## src/atl_pkg.sv

```systemverilog
package atl_pkg;

  // register byte offsets
  localparam logic [7:0] ADDR_CTRL = 8'h00;
  localparam logic [7:0] ADDR_LCFG = 8'h04;
  localparam logic [7:0] ADDR_LCONST = 8'h08;
  localparam logic [7:0] ADDR_BAND = 8'h0C;
  localparam logic [7:0] ADDR_LIMIT = 8'h10;
  localparam logic [7:0] ADDR_STAT = 8'h14;

  // field positions
  localparam int CTRL_EN_BIT = 0;
  localparam int CTRL_COMP_BIT = 1;
  localparam int CTRL_GO_BIT = 2;
  localparam int LCFG_BASE_LSB = 0;
  localparam int LCFG_INC_LSB = 8;
  localparam int LCFG_DWELL_LSB = 16;
  localparam int LCONST_HIGH_LSB = 16;
  localparam int BAND_LOWER_LSB = 8;
  localparam int LIMIT_CEIL_LSB = 8;
  localparam int STAT_ABOVE_BIT = 8;
  localparam int STAT_BELOW_BIT = 9;
  localparam int STAT_DONE_BIT = 10;
  localparam int STAT_BUSY_BIT = 11;

  // reset values
  localparam logic [4:0] RST_BASE = 5'h00;
  localparam logic [1:0] RST_INC = 2'h0;
  localparam logic [1:0] RST_DWELL = 2'h0;
  localparam logic [10:0] RST_LOSS = 11'h000;
  localparam logic [7:0] RST_UPPER = 8'h00;
  localparam logic [7:0] RST_LOWER = 8'h00;
  localparam logic [7:0] RST_FLOOR = 8'h00;
  localparam logic [7:0] RST_CEILING = 8'hFF;

  // initial level is base times eight
  localparam int BASE_SHIFT = 3;
  // supply ratio is unsigned with seven fraction bits, 8'h80 is unity
  localparam int SCALE_FRAC = 7;

  typedef enum logic [1:0] {
    ATL_IDLE = 2'b00,
    ATL_LEARN_LOW = 2'b01,
    ATL_LEARN_HIGH = 2'b11
  } atl_state_e;

  // increment codes 00,01,10,11 give 128,16,32,64; all powers of two
  function automatic logic [2:0] incShift(input logic [1:0] code);
    case (code)
      2'h0: incShift = 3'h7;
      2'h1: incShift = 3'h4;
      2'h2: incShift = 3'h5;
      default: incShift = 3'h6;
    endcase
  endfunction : incShift

  // dwell codes give 8,16,24,32 half-cycles
  function automatic logic [5:0] dwellCount(input logic [1:0] code);
    dwellCount = {1'b0, code, 3'h0} + 6'h08;
  endfunction : dwellCount

endpackage : atl_pkg

```

## src/atl_scale.sv

```systemverilog
`timescale 1ns/100ps
module atl_scale #(
  parameter int W = 8
) (
  input wire logic [W-1:0] value,
  input wire logic [7:0] ratio,
  input wire logic enable,
  output logic [W-1:0] scaled
);
  logic [W+7:0] prod;
  logic [W+7:0] shifted;

  always_comb
  begin
    prod = value * ratio;
    shifted = prod >> atl_pkg::SCALE_FRAC;
    if (!enable)
      scaled = value;
    else if (shifted > (W+8)'({W{1'b1}}))
      scaled = {W{1'b1}};
    else
      scaled = shifted[W-1:0];
  end
endmodule : atl_scale

```

## src/atl_interp.sv

```systemverilog
`timescale 1ns/100ps
module atl_interp (
  input wire logic [10:0] lossLow,
  input wire logic [10:0] lossHigh,
  input wire logic [7:0] level,
  input wire logic [7:0] initLevel,
  input wire logic [2:0] shift,
  output logic [10:0] estimate
);
  logic signed [11:0] diff;
  logic signed [8:0] dLevel;
  logic signed [20:0] prod;
  logic signed [20:0] sum;

  // straight line through the two learned points; step is a power of two
  always_comb
  begin
    diff = $signed({1'b0, lossHigh}) - $signed({1'b0, lossLow});
    dLevel = $signed({1'b0, level}) - $signed({1'b0, initLevel});
    prod = (21'(diff) * 21'(dLevel)) >>> shift;
    sum = prod + $signed({10'h000, lossLow});
    if (sum < 0)
      estimate = 11'h000;
    else if (sum > 21'sh0007FF)
      estimate = 11'h7FF;
    else
      estimate = sum[10:0];
  end
endmodule : atl_interp

```

## src/atl_ctrl.sv

```systemverilog
`timescale 1ns/100ps
// Function
// - five-bit base level sets first learn current
// - increment code selects 128, 16, 32, 64
// - dwell code selects 8/16/24/32 half-cycles
// - go bit starts learning, self-clears when done
// - complete flag set when learning finishes
// - initial level dwell, then final level dwell
// - store eleven-bit losses at both levels
// - after learning, current goes to ceiling
// - compensation rescales band limits and fixed loss
// - eight-bit upper and lower band limits
// - applied current readable, kept within limits outside learning
// - above flag when metric exceeds upper
// - below flag when metric under lower
// - raise current above band, lower below
// - initial is base times eight, final adds increment
// - enable bit turns adaptive torque on
// - interpolate fixed loss between learned constants
module atl_ctrl #(
  parameter int CurStep = 1
) (
  input wire logic clk,
  input wire logic rstn,
  input wire logic cken,
  input wire logic hsel,
  input wire logic [31:0] haddr,
  input wire logic [1:0] htrans,
  input wire logic hwrite,
  input wire logic [2:0] hsize,
  input wire logic [31:0] hwdata,
  input wire logic hready,
  output logic hreadyout,
  output logic [31:0] hrdata,
  output logic hresp,
  input wire logic halfCycleTick,
  input wire logic [7:0] loadPowerMetric,
  input wire logic [10:0] fixedLossMetric,
  input wire logic [7:0] supplyRatio,
  output logic [7:0] appliedCurrent,
  output logic [10:0] lossEstimate,
  output logic learnActive
);

  if (CurStep < 1 || CurStep > 255)
  begin : gCheck
    $error("CurStep must lie in 1..255");
  end

  localparam logic [8:0] STEP9 = 9'(CurStep);

  logic enable_q;
  logic comp_q;
  logic learnGo_q;
  logic learnDone_q;
  logic [4:0] base_q;
  logic [1:0] inc_q;
  logic [1:0] dwellSel_q;
  logic [10:0] lossLow_q;
  logic [10:0] lossHigh_q;
  logic [7:0] upper_q;
  logic [7:0] lower_q;
  logic [7:0] floor_q;
  logic [7:0] ceil_q;
  logic [7:0] curr_q;
  logic above_q;
  logic below_q;
  logic [10:0] lossEst_q;
  atl_pkg::atl_state_e state_q;
  logic [5:0] hcCnt_q;
  logic [5:0] dwell_q;
  logic wrPend_q;
  logic rdPend_q;
  logic [7:0] addr_q;
  logic hreadyout_q;
  logic [31:0] hrdata_q;
  logic hresp_q;

  logic accept;
  logic wrEn;
  logic [31:0] rdData;
  logic [7:0] initLevel;
  logic [8:0] finalSum;
  logic [7:0] finalLevel;
  logic dwellEnd;
  logic learnFinish;
  logic startLearn;
  logic [7:0] upperEff;
  logic [7:0] lowerEff;
  logic [10:0] lossInterp;
  logic [10:0] lossScaled;
  logic [8:0] currUp;
  logic [8:0] currDown;

  // bus side: writes take no wait state, reads one so that a read right after
  // a write to the same register sees the new value
  assign accept = hsel && htrans[1] && hready;
  assign wrEn = wrPend_q && hready;

  always_ff @(posedge clk or negedge rstn)
  begin
    if (!rstn)
    begin
      wrPend_q <= 1'b0;
      rdPend_q <= 1'b0;
      addr_q <= 8'h00;
    end
    else if (cken)
    begin
      if (hready)
      begin
        wrPend_q <= accept && hwrite;
        rdPend_q <= accept && !hwrite;
        if (accept)
          addr_q <= {haddr[7:2], 2'b00};
      end
      else
        rdPend_q <= 1'b0;
    end
  end

  always_ff @(posedge clk or negedge rstn)
  begin
    if (!rstn)
    begin
      hreadyout_q <= 1'b1;
      hrdata_q <= 32'h0000_0000;
      hresp_q <= 1'b0;
    end
    else if (cken)
    begin
      hresp_q <= 1'b0;
      if (accept && !hwrite)
        hreadyout_q <= 1'b0;
      else
        hreadyout_q <= 1'b1;
      if (rdPend_q)
        hrdata_q <= rdData;
    end
  end

  // unmapped addresses read zero and ignore writes; every answer is OKAY
  always_comb
  begin
    rdData = 32'h0000_0000;
    unique case (addr_q)
      atl_pkg::ADDR_CTRL:
      begin
        rdData[atl_pkg::CTRL_EN_BIT] = enable_q;
        rdData[atl_pkg::CTRL_COMP_BIT] = comp_q;
        rdData[atl_pkg::CTRL_GO_BIT] = learnGo_q;
      end
      atl_pkg::ADDR_LCFG:
      begin
        rdData[atl_pkg::LCFG_BASE_LSB +: 5] = base_q;
        rdData[atl_pkg::LCFG_INC_LSB +: 2] = inc_q;
        rdData[atl_pkg::LCFG_DWELL_LSB +: 2] = dwellSel_q;
      end
      atl_pkg::ADDR_LCONST:
      begin
        rdData[10:0] = lossLow_q;
        rdData[atl_pkg::LCONST_HIGH_LSB +: 11] = lossHigh_q;
      end
      atl_pkg::ADDR_BAND:
      begin
        rdData[7:0] = upper_q;
        rdData[atl_pkg::BAND_LOWER_LSB +: 8] = lower_q;
      end
      atl_pkg::ADDR_LIMIT:
      begin
        rdData[7:0] = floor_q;
        rdData[atl_pkg::LIMIT_CEIL_LSB +: 8] = ceil_q;
      end
      atl_pkg::ADDR_STAT:
      begin
        rdData[7:0] = curr_q;
        rdData[atl_pkg::STAT_ABOVE_BIT] = above_q;
        rdData[atl_pkg::STAT_BELOW_BIT] = below_q;
        rdData[atl_pkg::STAT_DONE_BIT] = learnDone_q;
        rdData[atl_pkg::STAT_BUSY_BIT] = (state_q != atl_pkg::ATL_IDLE);
      end
      default: rdData = 32'h0000_0000;
    endcase
  end

  // control and configuration registers
  always_ff @(posedge clk or negedge rstn)
  begin
    if (!rstn)
    begin
      enable_q <= 1'b0;
      comp_q <= 1'b0;
      base_q <= atl_pkg::RST_BASE;
      inc_q <= atl_pkg::RST_INC;
      dwellSel_q <= atl_pkg::RST_DWELL;
      upper_q <= atl_pkg::RST_UPPER;
      lower_q <= atl_pkg::RST_LOWER;
      floor_q <= atl_pkg::RST_FLOOR;
      ceil_q <= atl_pkg::RST_CEILING;
    end
    else if (cken && wrEn)
    begin
      unique case (addr_q)
        atl_pkg::ADDR_CTRL:
        begin
          enable_q <= hwdata[atl_pkg::CTRL_EN_BIT];
          comp_q <= hwdata[atl_pkg::CTRL_COMP_BIT];
        end
        atl_pkg::ADDR_LCFG:
        begin
          base_q <= hwdata[atl_pkg::LCFG_BASE_LSB +: 5];
          inc_q <= hwdata[atl_pkg::LCFG_INC_LSB +: 2];
          dwellSel_q <= hwdata[atl_pkg::LCFG_DWELL_LSB +: 2];
        end
        atl_pkg::ADDR_BAND:
        begin
          upper_q <= hwdata[7:0];
          lower_q <= hwdata[atl_pkg::BAND_LOWER_LSB +: 8];
        end
        atl_pkg::ADDR_LIMIT:
        begin
          floor_q <= hwdata[7:0];
          ceil_q <= hwdata[atl_pkg::LIMIT_CEIL_LSB +: 8];
        end
        default:
        begin
        end
      endcase
    end
  end

  // learn levels; a final level past 255 is the caller's fault, clipped here
  assign initLevel = {base_q, 3'b000};
  assign finalSum = {1'b0, initLevel} + (9'h001 << atl_pkg::incShift(inc_q));
  assign finalLevel = finalSum[8] ? 8'hFF : finalSum[7:0];

  assign dwellEnd = halfCycleTick && (hcCnt_q == dwell_q - 6'h01);
  assign learnFinish = (state_q == atl_pkg::ATL_LEARN_HIGH) && dwellEnd;
  assign startLearn = (state_q == atl_pkg::ATL_IDLE) && learnGo_q && enable_q;

  // go is write-one-to-set; a go written while disabled is dropped
  always_ff @(posedge clk or negedge rstn)
  begin
    if (!rstn)
      learnGo_q <= 1'b0;
    else if (cken)
    begin
      if (learnFinish || (!enable_q && state_q == atl_pkg::ATL_IDLE))
        learnGo_q <= 1'b0;
      else if (wrEn && addr_q == atl_pkg::ADDR_CTRL && hwdata[atl_pkg::CTRL_GO_BIT]
               && hwdata[atl_pkg::CTRL_EN_BIT])
        learnGo_q <= 1'b1;
    end
  end

  // complete flag: finish always wins, a new start clears it
  always_ff @(posedge clk or negedge rstn)
  begin
    if (!rstn)
      learnDone_q <= 1'b0;
    else if (cken)
    begin
      if (learnFinish)
        learnDone_q <= 1'b1;
      else if (startLearn)
        learnDone_q <= 1'b0;
    end
  end

  // learning sequencer; dwell is frozen at start so a rewrite cannot cut it short
  always_ff @(posedge clk or negedge rstn)
  begin
    if (!rstn)
    begin
      state_q <= atl_pkg::ATL_IDLE;
      hcCnt_q <= 6'h00;
      dwell_q <= 6'h08;
    end
    else if (cken)
    begin
      unique case (state_q)
        atl_pkg::ATL_IDLE:
        begin
          hcCnt_q <= 6'h00;
          if (startLearn)
          begin
            dwell_q <= atl_pkg::dwellCount(dwellSel_q);
            state_q <= atl_pkg::ATL_LEARN_LOW;
          end
        end
        atl_pkg::ATL_LEARN_LOW:
        begin
          if (!enable_q)
            state_q <= atl_pkg::ATL_IDLE;
          else if (dwellEnd)
          begin
            hcCnt_q <= 6'h00;
            state_q <= atl_pkg::ATL_LEARN_HIGH;
          end
          else if (halfCycleTick)
            hcCnt_q <= hcCnt_q + 6'h01;
        end
        atl_pkg::ATL_LEARN_HIGH:
        begin
          if (!enable_q || dwellEnd)
          begin
            hcCnt_q <= 6'h00;
            state_q <= atl_pkg::ATL_IDLE;
          end
          else if (halfCycleTick)
            hcCnt_q <= hcCnt_q + 6'h01;
        end
        default: state_q <= atl_pkg::ATL_IDLE;
      endcase
    end
  end

  // learned constants: the sample of the last half-cycle at each level;
  // a capture beats a software write landing in the same cycle
  always_ff @(posedge clk or negedge rstn)
  begin
    if (!rstn)
    begin
      lossLow_q <= atl_pkg::RST_LOSS;
      lossHigh_q <= atl_pkg::RST_LOSS;
    end
    else if (cken)
    begin
      if (state_q == atl_pkg::ATL_LEARN_LOW && dwellEnd && enable_q)
        lossLow_q <= fixedLossMetric;
      else if (wrEn && addr_q == atl_pkg::ADDR_LCONST)
        lossLow_q <= hwdata[10:0];
      if (learnFinish && enable_q)
        lossHigh_q <= fixedLossMetric;
      else if (wrEn && addr_q == atl_pkg::ADDR_LCONST)
        lossHigh_q <= hwdata[atl_pkg::LCONST_HIGH_LSB +: 11];
    end
  end

  atl_scale #(
    .W(8)
  ) uScaleUpper (
    .value(upper_q),
    .ratio(supplyRatio),
    .enable(comp_q),
    .scaled(upperEff)
  );

  atl_scale #(
    .W(8)
  ) uScaleLower (
    .value(lower_q),
    .ratio(supplyRatio),
    .enable(comp_q),
    .scaled(lowerEff)
  );

  atl_interp uInterp (
    .lossLow(lossLow_q),
    .lossHigh(lossHigh_q),
    .level(curr_q),
    .initLevel(initLevel),
    .shift(atl_pkg::incShift(inc_q)),
    .estimate(lossInterp)
  );

  atl_scale #(
    .W(11)
  ) uScaleLoss (
    .value(lossInterp),
    .ratio(supplyRatio),
    .enable(comp_q),
    .scaled(lossScaled)
  );

  always_ff @(posedge clk or negedge rstn)
  begin
    if (!rstn)
      lossEst_q <= atl_pkg::RST_LOSS;
    else if (cken)
      lossEst_q <= lossScaled;
  end

  // band flags follow the metric, sampled once per half-cycle
  always_ff @(posedge clk or negedge rstn)
  begin
    if (!rstn)
    begin
      above_q <= 1'b0;
      below_q <= 1'b0;
    end
    else if (cken)
    begin
      if (!enable_q)
      begin
        above_q <= 1'b0;
        below_q <= 1'b0;
      end
      else if (halfCycleTick)
      begin
        above_q <= loadPowerMetric > upperEff;
        below_q <= loadPowerMetric < lowerEff;
      end
    end
  end

  assign currUp = {1'b0, curr_q} + STEP9;
  assign currDown = {1'b0, curr_q} - STEP9;

  // applied current; the regulator moves one step per half-cycle so the loop
  // cannot jump across the band in one go
  always_ff @(posedge clk or negedge rstn)
  begin
    if (!rstn)
      curr_q <= atl_pkg::RST_CEILING;
    else if (cken)
    begin
      if (!enable_q)
        curr_q <= ceil_q;
      else if (learnFinish)
        curr_q <= ceil_q;
      else if (state_q == atl_pkg::ATL_LEARN_LOW)
        curr_q <= initLevel;
      else if (state_q == atl_pkg::ATL_LEARN_HIGH)
        curr_q <= finalLevel;
      else if (curr_q > ceil_q)
        curr_q <= ceil_q;
      else if (curr_q < floor_q)
        curr_q <= floor_q;
      else if (halfCycleTick && loadPowerMetric > upperEff)
      begin
        if (currUp[8] || currUp[7:0] > ceil_q)
          curr_q <= ceil_q;
        else
          curr_q <= currUp[7:0];
      end
      else if (halfCycleTick && loadPowerMetric < lowerEff)
      begin
        if (currDown[8] || currDown[7:0] < floor_q)
          curr_q <= floor_q;
        else
          curr_q <= currDown[7:0];
      end
    end
  end

  assign hreadyout = hreadyout_q;
  assign hrdata = hrdata_q;
  assign hresp = hresp_q;
  assign appliedCurrent = curr_q;
  assign lossEstimate = lossEst_q;
  // low state bit is set in both learn states, so the output is a plain flop bit
  assign learnActive = state_q[0];

endmodule : atl_ctrl

```

## config.mk

```make
export PLATFORM = sky130hd
export DESIGN_NAME = atl_ctrl
export DESIGN_NICKNAME = d
export VERILOG_FILES = /design/src/atl_pkg.sv /design/src/atl_scale.sv /design/src/atl_interp.sv /design/src/atl_ctrl.sv
export SDC_FILE = /design/constraint.sdc
export NUM_CORES = 1
export LEC_CHECK = 0
export BUFFER_PORTS_ARGS = -buffer_cell sky130_fd_sc_hd__buf_2
export CORE_MARGIN = 2
export CORE_UTILIZATION = 40
export CTS_CLUSTER_SIZE = 20
export DETAILED_ROUTE_END_ITERATION = 12
export RECOVER_POWER = 25
export SLEW_MARGIN = 20
export SYNTH_ARGS = -nofsm -noshare
export SYNTH_HDL_FRONTEND = slang
export SYNTH_HIERARCHICAL = 1
export SYNTH_SLANG_ARGS = --single-unit
```

## constraint.sdc

```tcl
create_clock -name clk -period 13.1 [get_ports clk]
set_input_delay 1.31 -clock clk [delete_from_list [all_inputs] [get_ports clk]]
set_output_delay 1.31 -clock clk [all_outputs]
set_load 0.05 [all_outputs]
```

==> results of run 1 <==
-- final timing paths --
check | end | depth (start not counted) | start
max | lossEstimate[8] | 57 | appliedCurrent[1]
max in group asynchronous | base_q[1] | 2 | rstn
min reg2reg | hrdata[10] | 1 | hrdata[10]
min in group asynchronous | addr_q[4] | 1 | rstn
min | hrdata[10] | 1 | hrdata[10]
max reg2reg | lossEstimate[8] | 57 | appliedCurrent[1]
-- what timing repair did --
action	CTS	global route
pin swaps	84	91
setup buffers	32	28
resized for setup	106	113
setup endpoints to repair	11	11
-- layer usage --
layer  up-vias  track usage  share of wire
li1       9341            -              -
met2       481        0.400           0.49
met1      9744        0.313           0.44
met3       104       0.0232          0.040
met5         -            0              0
met4         0       0.0750          0.030
-- synth_stat cells, drive strengths merged, types with 7 or more instances --
library cell / n
o21bai: 7
dfstp: 18
or2: 9
a21oi: 130
nor2b: 27
buf: 36
a31oi: 19
and2: 175
nor3: 19
nand3: 27
or3: 8
o22a: 9
o21ai: 140
a211oi: 23
nand4: 20
mux2: 55
clkbuf: 53
a41oi: 13
o21a: 16
a32oi: 7
nand2b: 33
a211o: 10
o211ai: 17
mux2i: 60
nor2: 146
nor4: 7
xnor2: 56
a21o: 32
inv: 356
nand2: 253
a221oi: 7
o31ai: 15
dfrtp: 117
fa: 219
xor2: 38
and3: 15
o22ai: 15
ha: 235
-- kinds of logic after synthesis --
group / count (synthesis) / share of synthesized area
fa+ha+maj: 454 / 0.332
simple gates: 760 / 0.174
other cells: 2 / 0.000341
compound gates: 526 / 0.162
xor+xnor: 95 / 0.0387
flops: 135 / 0.154
buf+inv: 445 / 0.0797
mux: 118 / 0.0589
-- worst max-delay path: cells and delay by family, from the launching register on --
family	cells	cell delay, ns
buffers and inverters	10	1.14
adder cells (fa/ha/maj)	13	5.42
flip-flops	1	0.61
AO/OA/AOI/OAI	21	3.92
multiplexers	2	0.56
XOR/XNOR	2	0.32
AND/OR/NAND/NOR	9	0.97
-- stage by stage --
stage	setup TNS, ns	hold slack [ns]	area, µm²
CTS	0	0.479	26900
floorplan	0	0.429	22300
detailed placement	-9.73	0.465	25600
global placement	-9.62	0.460	25600
global route	-4.98	0.497	27600
finish	0	0.478	27600
-- registers in the layout, indices dropped and copies added (netlist names), 3 cells and up --
| name | cells |
|---|---|
| lossLow_q | 11 |
| dwell_q | 3 |
| hcCnt_q | 6 |
| base_q | 5 |
| ceil_q | 8 |
| appliedCurrent | 8 |
| hrdata | 27 |
| floor_q | 8 |
| upper_q | 8 |
| lower_q | 8 |
| lossEstimate | 11 |
| addr_q | 6 |
| lossHigh_q | 11 |
-- final cells by class --
type,count,area (µm²)
Antenna cell,1,2.50
Tap cell,704,881
Fill cell,5061,27200
Clock inverter,12,108
Inverter,356,1340
Clock buffer,18,429
Multi-Input combinational cell,1964,18100
Timing Repair Buffer,468,3330
Sequential cell,135,3410
==> impl_metrics.xml, run 1 <==
<?xml version="1.0" encoding="UTF-8"?>
<metrics>
  <group name="outcome">
    <metric name="outcome" unit="">finished with violations</metric>
    <metric name="violations" unit="">max-capacitance violations, max-slew violations</metric>
  </group>
  <group name="timing">
    <metric name="fmax" unit="MHz">76.5</metric>
    <metric name="tightestPinTransition" unit="ns">3.35</metric>
    <metric name="final_min_period_over_clock_period" unit="">0.997</metric>
    <metric name="rsz0062_at_grt" unit="">true</metric>
    <metric name="final_max_slew_viol_count" unit="">62</metric>
    <metric name="setup_slack" unit="ns">0.0354</metric>
    <metric name="hold_violations" unit="">0</metric>
    <metric name="setup_viol" unit="">0</metric>
    <metric name="fin_skew" unit="ns">0.0106</metric>
    <metric name="layout_min_cycle_time" unit="ns">13.06</metric>
    <metric name="slew_headroom" unit="">-1.23</metric>
  </group>
  <group name="clocking">
    <metric name="clock_latency" unit="ns">0.43</metric>
    <metric name="inserted_clock_buffers" unit="">17</metric>
    <metric name="tritoncts" unit="">built</metric>
    <metric name="holdBufCountCts" unit="">0</metric>
    <metric name="clock_path_buffers" unit="">2</metric>
    <metric name="cts_max_level" unit="">4</metric>
    <metric name="clock-root-buffer" unit="">clkbuf_16</metric>
    <metric name="cts_num_sinks" unit="">135</metric>
    <metric name="cts.reportedPaths.clkPinSlew" unit="ns">0.06</metric>
  </group>
  <group name="synthesis">
    <metric name="netlist_area" unit="µm²">22000</metric>
    <metric name="synth_cells" unit="">2535</metric>
    <metric name="synth_async_reset_ratio" unit="">1.00</metric>
    <metric name="yosys-top-cells-area" unit="">fa_1, ha_1, dfrtp_1, inv_1, and2_1</metric>
    <metric name="synth_largest_type_area_fraction" unit="">0.199</metric>
    <metric name="synth.distinct_cells" unit="">109</metric>
    <metric name="synth_edf_count" unit="">0</metric>
    <metric name="netlist.top_cell.by_area" unit="">fa_1</metric>
    <metric name="synth_ff_type" unit="">dfrtp_1</metric>
    <metric name="yosys_warnings" unit="">6</metric>
    <metric name="synth.yosys.seq_area_share" unit="">0.154</metric>
    <metric name="synth_area_per_cell" unit="µm²">8.70</metric>
    <metric name="synth.ff_latch_count" unit="">135</metric>
  </group>
  <group name="route">
    <metric name="drt_via_density" unit="">5.38</metric>
    <metric name="detail_route.drc_violations" unit="">0</metric>
    <metric name="wl_per_cell" unit="µm">18.4</metric>
    <metric name="dr_total_vias" unit="">19700</metric>
    <metric name="detail-route-antenna-nets" unit="">0</metric>
    <metric name="detail_route.first_pass.iterations" unit="">6</metric>
    <metric name="routed_wirelength" unit="mm">67.1</metric>
    <metric name="drt_first_iter_violations" unit="">1297</metric>
  </group>
  <group name="layout">
    <metric name="most-common-layout-cells" unit="">inv_1, buf_4, nand2_1, fa_1, ha_1</metric>
    <metric name="num-nets-final" unit="">3499</metric>
    <metric name="syn_to_final_growth" unit="%">25.2</metric>
    <metric name="final_common_cell" unit="">inv_1</metric>
    <metric name="post-route-util" unit="">0.504</metric>
    <metric name="final_layout_size_suffix_gt1_frac" unit="">0.273</metric>
    <metric name="layout.cells.non_filler" unit="">3658</metric>
  </group>
  <group name="setup_path">
    <metric name="critPathRequiredTime" unit="ns">13.41</metric>
    <metric name="crit_path_start_kind" unit="">register</metric>
    <metric name="crit_arrival" unit="ns">13.38</metric>
    <metric name="critical_path.max_stage_delay" unit="ns">0.61</metric>
    <metric name="endpoint_kind" unit="">register</metric>
    <metric name="setup.reg_to_reg.worst_slack" unit="ns">0.04</metric>
    <metric name="critPathSlowestCell" unit="">dfstp_4</metric>
    <metric name="crit_fanout" unit="">10</metric>
    <metric name="timing.setup.critical_path_class" unit="">reg2reg</metric>
    <metric name="cp_common_cell" unit="">fa_1</metric>
  </group>
  <group name="grt">
    <metric name="globalRouteTotalUtil" unit="">0.235</metric>
    <metric name="grt_first_pass_wirelength" unit="mm">107</metric>
    <metric name="grt_antenna_before_repair" unit="">0</metric>
    <metric name="grt_pass1_vias" unit="">20000</metric>
    <metric name="grt_start_max_net_pins" unit="">76</metric>
    <metric name="globalRoute.totalOverflow" unit="">0</metric>
  </group>
  <group name="floorplan">
    <metric name="design.die.area" unit="µm²">57000</metric>
    <metric name="placementRows" unit="">86</metric>
    <metric name="design.portCount" unit="">157</metric>
    <metric name="design.core.area" unit="µm²">54800</metric>
    <metric name="fp.dieW" unit="µm">239</metric>
    <metric name="die_h" unit="µm">239</metric>
    <metric name="start_util" unit="">0.402</metric>
  </group>
  <group name="place">
    <metric name="numPlacedInstances" unit="">3569</metric>
    <metric name="detailed_place_hpwl" unit="mm">52.5</metric>
    <metric name="port_buffers" unit="">115</metric>
    <metric name="place.gp.congestion" unit="">0.911</metric>
    <metric name="place_ws" unit="ns">-0.952</metric>
  </group>
  <group name="hold_path">
    <metric name="timing.hold.worst.class" unit="">reg2reg</metric>
  </group>
  <group name="job">
    <metric name="max-cap-violations" unit="">1</metric>
  </group>
</metrics>
Power of run 1 is left out: the tool's default activity adds up to more than one toggle a clock period on the data nets, which glitch-free logic cannot reach.
==> inputs of run 2 (changes only) <==
Settings changed: RECOVER_POWER 25 to 100.
==> run 2 against run 1 <==
Net effect:
- the run still ends with max-capacitance violations, max-slew violations left
- sequential share of layout area about the same
- clock skew decreased by 0.0014 ns
- first-iteration DRC count increased by 1.5%
- non-clock buffer count unchanged
- via count decreased by 0.17%
- flip-flop and latch count unchanged
- maximum frequency about the same
- routed wire length about the same
- count of clock-buffer cells in the layout unchanged
==> impl_metrics.xml, run 2 (same netlist as run 1, synthesis figures left out) <==
<?xml version="1.0" encoding="UTF-8"?>
<metrics>
  <group name="outcome">
    <metric name="outcome" unit="">finished with violations</metric>
    <metric name="violations" unit="">max-capacitance violations, max-slew violations</metric>
  </group>
  <group name="route">
    <metric name="wl_per_cell" unit="µm">18.3</metric>
    <metric name="detail_route.drc_violations" unit="">0</metric>
    <metric name="routed_wirelength" unit="mm">67.1</metric>
    <metric name="detail_route.first_pass.iterations" unit="">7</metric>
    <metric name="dr_total_vias" unit="">19600</metric>
    <metric name="detail-route-antenna-nets" unit="">0</metric>
    <metric name="drt_via_density" unit="">5.37</metric>
    <metric name="drt_first_iter_violations" unit="">1317</metric>
  </group>
  <group name="job">
    <metric name="max-cap-violations" unit="">1</metric>
  </group>
  <group name="layout">
    <metric name="seqCellArea" unit="µm²">3410</metric>
    <metric name="num-nets-final" unit="">3499</metric>
    <metric name="multi_input_area" unit="µm²">18100</metric>
    <metric name="n_fill_cell" unit="">5070</metric>
    <metric name="most-common-layout-cells" unit="">inv_1, buf_4, nand2_1, fa_1, ha_1</metric>
    <metric name="syn_to_final_growth" unit="%">25.1</metric>
    <metric name="final_common_cell" unit="">inv_1</metric>
    <metric name="final_layout_size_suffix_gt1_frac" unit="">0.271</metric>
    <metric name="largest_register_ff_count" unit="">27</metric>
    <metric name="layout.cells.non_filler" unit="">3658</metric>
  </group>
  <group name="grt">
    <metric name="grt_first_pass_wirelength" unit="mm">107</metric>
    <metric name="globalRoute.totalOverflow" unit="">0</metric>
    <metric name="globalRouteTotalUtil" unit="">0.235</metric>
    <metric name="grt_pass1_vias" unit="">20000</metric>
    <metric name="grt_start_max_net_pins" unit="">76</metric>
    <metric name="grt_antenna_before_repair" unit="">0</metric>
  </group>
  <group name="floorplan">
    <metric name="fp.dieW" unit="µm">239</metric>
    <metric name="start_util" unit="">0.402</metric>
    <metric name="placementRows" unit="">86</metric>
    <metric name="design.die.area" unit="µm²">57000</metric>
    <metric name="die_h" unit="µm">239</metric>
    <metric name="design.portCount" unit="">157</metric>
    <metric name="design.core.area" unit="µm²">54800</metric>
  </group>
  <group name="clocking">
    <metric name="cts.reportedPaths.clkPinSlew" unit="ns">0.06</metric>
    <metric name="clock_path_buffers" unit="">2</metric>
    <metric name="holdBufCountCts" unit="">0</metric>
    <metric name="clock_latency" unit="ns">0.43</metric>
    <metric name="tritoncts" unit="">built</metric>
    <metric name="cts_num_sinks" unit="">135</metric>
    <metric name="clock-root-buffer" unit="">clkbuf_16</metric>
    <metric name="cts_max_level" unit="">4</metric>
    <metric name="inserted_clock_buffers" unit="">17</metric>
  </group>
  <group name="timing">
    <metric name="fin_skew" unit="ns">0.00914</metric>
    <metric name="tightestPinTransition" unit="ns">3.35</metric>
    <metric name="hold_violations" unit="">0</metric>
    <metric name="layout_min_cycle_time" unit="ns">13.06</metric>
    <metric name="fmax" unit="MHz">76.5</metric>
    <metric name="setup_viol" unit="">0</metric>
    <metric name="rsz0062_at_grt" unit="">true</metric>
    <metric name="final_max_slew_viol_count" unit="">62</metric>
    <metric name="final_min_period_over_clock_period" unit="">0.997</metric>
    <metric name="slew_headroom" unit="">-1.23</metric>
  </group>
  <group name="setup_path">
    <metric name="critPathRequiredTime" unit="ns">13.41</metric>
    <metric name="capturing_element_of_the_worst_setup_path" unit="">lossEstimate[8]</metric>
    <metric name="critical_path.reg2reg.startpoint" unit="">appliedCurrent[1]</metric>
    <metric name="critPathSlowestCell" unit="">dfstp_4</metric>
    <metric name="timing.setup.critical_path_class" unit="">reg2reg</metric>
    <metric name="crit_path_start_kind" unit="">register</metric>
    <metric name="critical_path.max_stage_delay" unit="ns">0.61</metric>
    <metric name="cp_common_cell" unit="">fa_1</metric>
    <metric name="crit_arrival" unit="ns">13.38</metric>
    <metric name="reg2regPathDepth" unit="">57</metric>
    <metric name="startpoint" unit="">appliedCurrent[1]</metric>
    <metric name="setup.reg_to_reg.worst_slack" unit="ns">0.04</metric>
    <metric name="regToRegEndpoint" unit="">lossEstimate[8]</metric>
    <metric name="endpoint_kind" unit="">register</metric>
    <metric name="crit_fanout" unit="">10</metric>
  </group>
  <group name="place">
    <metric name="numPlacedInstances" unit="">3569</metric>
    <metric name="detailed_place_hpwl" unit="mm">52.5</metric>
    <metric name="place.gp.congestion" unit="">0.911</metric>
    <metric name="port_buffers" unit="">115</metric>
  </group>
  <group name="hold_path">
    <metric name="timing.hold.worst.class" unit="">reg2reg</metric>
  </group>
</metrics>
-- run 2: how the worst min path moves through the flow --
stage	start	endpoint	depth (start not counted)
floorplan	dwellSel_q[0]	dwell_q[3]	1
global placement	hrdata[10]	hrdata[10]	1
detailed placement	hrdata[7]	hrdata[7]	1
CTS	hrdata[10]	hrdata[10]	1
global route	hrdata[10]	hrdata[10]	1
finish	hrdata[10]	hrdata[10]	1
-- run 2: final cells by class --
| class | instances | area share |
|---|---|---|
| multi-input cells | 1964 | 0.656 |
| flip-flops and latches | 135 | 0.124 |
| repair buffers | 468 | 0.121 |
| inverters | 356 | 0.0485 |
| well taps | 704 | 0.0319 |
| clock buffers | 18 | 0.0156 |
| clock inverters | 12 | 0.00390 |
| diodes | 1 | 0.0000908 |
-- run 2: worst max-delay path: cells and delay by family (launching register included) --
| kind | cells | cell delay (ns) |
|---|---|---|
| mux | 2 | 0.56 |
| buf+inv | 10 | 1.13 |
| xor+xnor | 2 | 0.32 |
| compound gates | 21 | 3.93 |
| simple gates | 9 | 0.97 |
| fa+ha+maj | 13 | 5.42 |
| flops | 1 | 0.61 |
-- run 2: stage by stage --
stage,area [µm²],utilization,hold slack [ns],setup TNS (ns),setup WS [ns]
6_report,27600,0.503,0.478,0,0.0362
5_1_grt,27600,0.503,0.497,-4.98,-0.472
4_1_cts,26900,0.491,0.479,0,0.000376
3_5_place_dp,25600,0.467,0.465,-9.73,-0.952
3_3_place_gp,25600,0.467,0.460,-9.62,-0.937
2_1_floorplan,22300,-,0.429,0,0.00271
-- run 2: routing by layer --
metal	GRT usage	wire (µm)	vias to the layer above	part of all wire
met1	0.313	29500	9689	0.44
met5	0	0	-	0
li1	-	-	9341	-
met2	0.400	32700	505	0.49
met4	0.0750	2000	0	0.030
met3	0.0232	2910	101	0.043
-- run 2: timing repair --
| action | 4_1_cts | 5_1_grt |
|---|---|---|
| resized for setup | 106 | 113 |
| endpoints found under the hold margin | 0 | 0 |
| setup buffers | 32 | 28 |
| setup endpoints to repair | 11 | 11 |
| pin swaps | 84 | 91 |
Power of run 2 is left out for the same reason.
==> inputs of run 3 (changes only) <==
Settings changed: CAP_MARGIN set to 20, CTS_BUF_LIST set to sky130_fd_sc_hd__clkbuf_8.
==> run 3 against run 2 <==
Net effect:
- the run still ends with max-capacitance violations, max-slew violations left
- worst hold slack gained 0.0039 ns
- clock skew is 0.0048 ns higher
- count of clock-buffer cells in the layout decreased by 1
- setup slack hardly changed
- largest cell class unchanged
- sequential share of layout area increased by 0.057 points
- flip-flop and latch count is the same
- final cell count barely moved
- critical path depth up 2
==> impl_metrics.xml, run 3 (same netlist as run 1, synthesis figures left out) <==
<?xml version="1.0" encoding="UTF-8"?>
<metrics>
  <group name="grt">
    <metric name="use_met3" unit="">0.0249</metric>
    <metric name="globalRoute.totalOverflow" unit="">0</metric>
    <metric name="grt_antenna_before_repair" unit="">1</metric>
    <metric name="globalRouteMet2Util" unit="">0.398</metric>
    <metric name="grt_first_pass_wirelength" unit="mm">106</metric>
    <metric name="global_route.peak_usage_layer" unit="">met2</metric>
    <metric name="grt_use_met1" unit="">0.313</metric>
    <metric name="grt_start_max_net_pins" unit="">76</metric>
    <metric name="grt_pass1_vias" unit="">20000</metric>
    <metric name="globalRouteTotalUtil" unit="">0.234</metric>
  </group>
  <group name="setup_path">
    <metric name="setup.reg_to_reg.worst_slack" unit="ns">0.04</metric>
    <metric name="timing.setup.critical_path_class" unit="">reg2reg</metric>
    <metric name="critical_path.max_stage_delay" unit="ns">0.56</metric>
    <metric name="crit_arrival" unit="ns">13.42</metric>
    <metric name="critPathRequiredTime" unit="ns">13.46</metric>
    <metric name="crit_fanout" unit="">8</metric>
    <metric name="critPathSlowestCell" unit="">fa_1</metric>
    <metric name="crit_path_start_kind" unit="">register</metric>
    <metric name="endpoint_kind" unit="">register</metric>
    <metric name="cp_common_cell" unit="">fa_1</metric>
  </group>
  <group name="hold_path">
    <metric name="timing.hold.worst.class" unit="">reg2reg</metric>
  </group>
  <group name="timing">
    <metric name="final_max_slew_viol_count" unit="">121</metric>
    <metric name="fin_skew" unit="ns">0.0140</metric>
    <metric name="final_min_period_over_clock_period" unit="">0.997</metric>
    <metric name="slew_headroom" unit="">-1.23</metric>
    <metric name="tightestPinTransition" unit="ns">3.34</metric>
    <metric name="rsz0062_at_grt" unit="">true</metric>
    <metric name="fmax" unit="MHz">76.5</metric>
    <metric name="setup_viol" unit="">0</metric>
    <metric name="hold_violations" unit="">0</metric>
    <metric name="layout_min_cycle_time" unit="ns">13.06</metric>
  </group>
  <group name="floorplan">
    <metric name="start_util" unit="">0.402</metric>
    <metric name="design.portCount" unit="">157</metric>
    <metric name="fp.dieW" unit="µm">239</metric>
    <metric name="design.core.area" unit="µm²">54800</metric>
    <metric name="design.die.area" unit="µm²">57000</metric>
    <metric name="placementRows" unit="">86</metric>
    <metric name="die_h" unit="µm">239</metric>
  </group>
  <group name="place">
    <metric name="detailed_place_hpwl" unit="mm">52.7</metric>
    <metric name="port_buffers" unit="">115</metric>
    <metric name="numPlacedInstances" unit="">3570</metric>
    <metric name="place.gp.congestion" unit="">0.911</metric>
  </group>
  <group name="route">
    <metric name="routed_wirelength" unit="mm">66.9</metric>
    <metric name="drt_via_density" unit="">5.34</metric>
    <metric name="detail_route.first_pass.iterations" unit="">5</metric>
    <metric name="detail_route.drc_violations" unit="">0</metric>
    <metric name="drt_first_iter_violations" unit="">1255</metric>
    <metric name="wl_per_cell" unit="µm">18.3</metric>
    <metric name="detail-route-antenna-nets" unit="">0</metric>
    <metric name="dr_total_vias" unit="">19500</metric>
  </group>
  <group name="layout">
    <metric name="syn_to_final_growth" unit="%">24.5</metric>
    <metric name="final_layout_size_suffix_gt1_frac" unit="">0.272</metric>
    <metric name="final_common_cell" unit="">inv_1</metric>
    <metric name="most-common-layout-cells" unit="">inv_1, buf_4, nand2_1, fa_1, ha_1</metric>
    <metric name="largest_register_ff_count" unit="">27</metric>
    <metric name="n_antenna_cell" unit="">0</metric>
    <metric name="num-nets-final" unit="">3498</metric>
    <metric name="layout.cells.non_filler" unit="">3657</metric>
  </group>
  <group name="clocking">
    <metric name="clock_path_buffers" unit="">2</metric>
    <metric name="cts_max_level" unit="">4</metric>
    <metric name="clock_latency" unit="ns">0.47</metric>
    <metric name="clock-root-buffer" unit="">clkbuf_8</metric>
    <metric name="inserted_clock_buffers" unit="">17</metric>
    <metric name="tritoncts" unit="">built</metric>
    <metric name="cts.reportedPaths.clkPinSlew" unit="ns">0.08</metric>
    <metric name="cts_num_sinks" unit="">135</metric>
    <metric name="holdBufCountCts" unit="">0</metric>
  </group>
  <group name="job">
    <metric name="max-cap-violations" unit="">2</metric>
  </group>
  <group name="outcome">
    <metric name="violations" unit="">max-capacitance violations, max-slew violations</metric>
    <metric name="outcome" unit="">finished with violations</metric>
  </group>
</metrics>
[run 3: path summary, 6_finish.rpt]
kind / start / endpoint / cells past startpoint
min in group asynchronous: rstn / addr_q[3] / 1
worst max-delay path: lossHigh_q[0] / lossEstimate[8] / 59
worst min-delay path: hrdata[5] / hrdata[5] / 1
max in group asynchronous: rstn / lossLow_q[4] / 3
worst max register to register: lossHigh_q[0] / lossEstimate[8] / 59
worst min register to register: hrdata[5] / hrdata[5] / 1
[run 3: per-stage QoR]
step / TNS [ns] / setup slack (ns) / util / hold slack, ns / cell area (µm²)
2_1_floorplan: 0 / 0.00271 / - / 0.429 / 22300
3_3_place_gp: -9.62 / -0.937 / 0.467 / 0.460 / 25600
3_5_place_dp: -11.35 / -1.10 / 0.468 / 0.466 / 25600
4_1_cts: 0 / 0.00327 / 0.489 / 0.486 / 26800
5_1_grt: -4.09 / -0.399 / 0.501 / 0.505 / 27400
6_report: 0 / 0.0364 / 0.501 / 0.482 / 27400
[run 3: repair_timing]
item | in CTS | in global routing
gates resized for setup | 103 | 116
endpoints found under the hold margin | 0 | 0
endpoints found under the setup margin | 11 | 11
setup buffers | 33 | 22
pin swaps | 81 | 104
[run 3: critical path, delay by kind of cell, from the launching register on]
family	cells	cell delay, ns
adders and majority gates	14	5.86
AOI/OAI and AO/OA	19	3.84
buffers and inverters	13	1.21
and+or+nand+nor	9	0.79
muxes	2	0.56
DFF	1	0.39
xor gates and xnor gates	2	0.29
[run 3: routing by layer]
layer,up-vias,part of all wire
met3,96,0.043
met2,474,0.49
met5,-,0
met4,0,0.026
met1,9604,0.44
li1,9340,-
[run 3: cell type report]
type	instances	area (µm²)
fill	5055	27300
multi-input combinational	1964	18100
clock inverter	14	128
tap	704	881
clock buffer	17	234
sequential	135	3410
timing repair buffer	467	3330
inverter	356	1340
Power of run 3 is left out for the same reason.
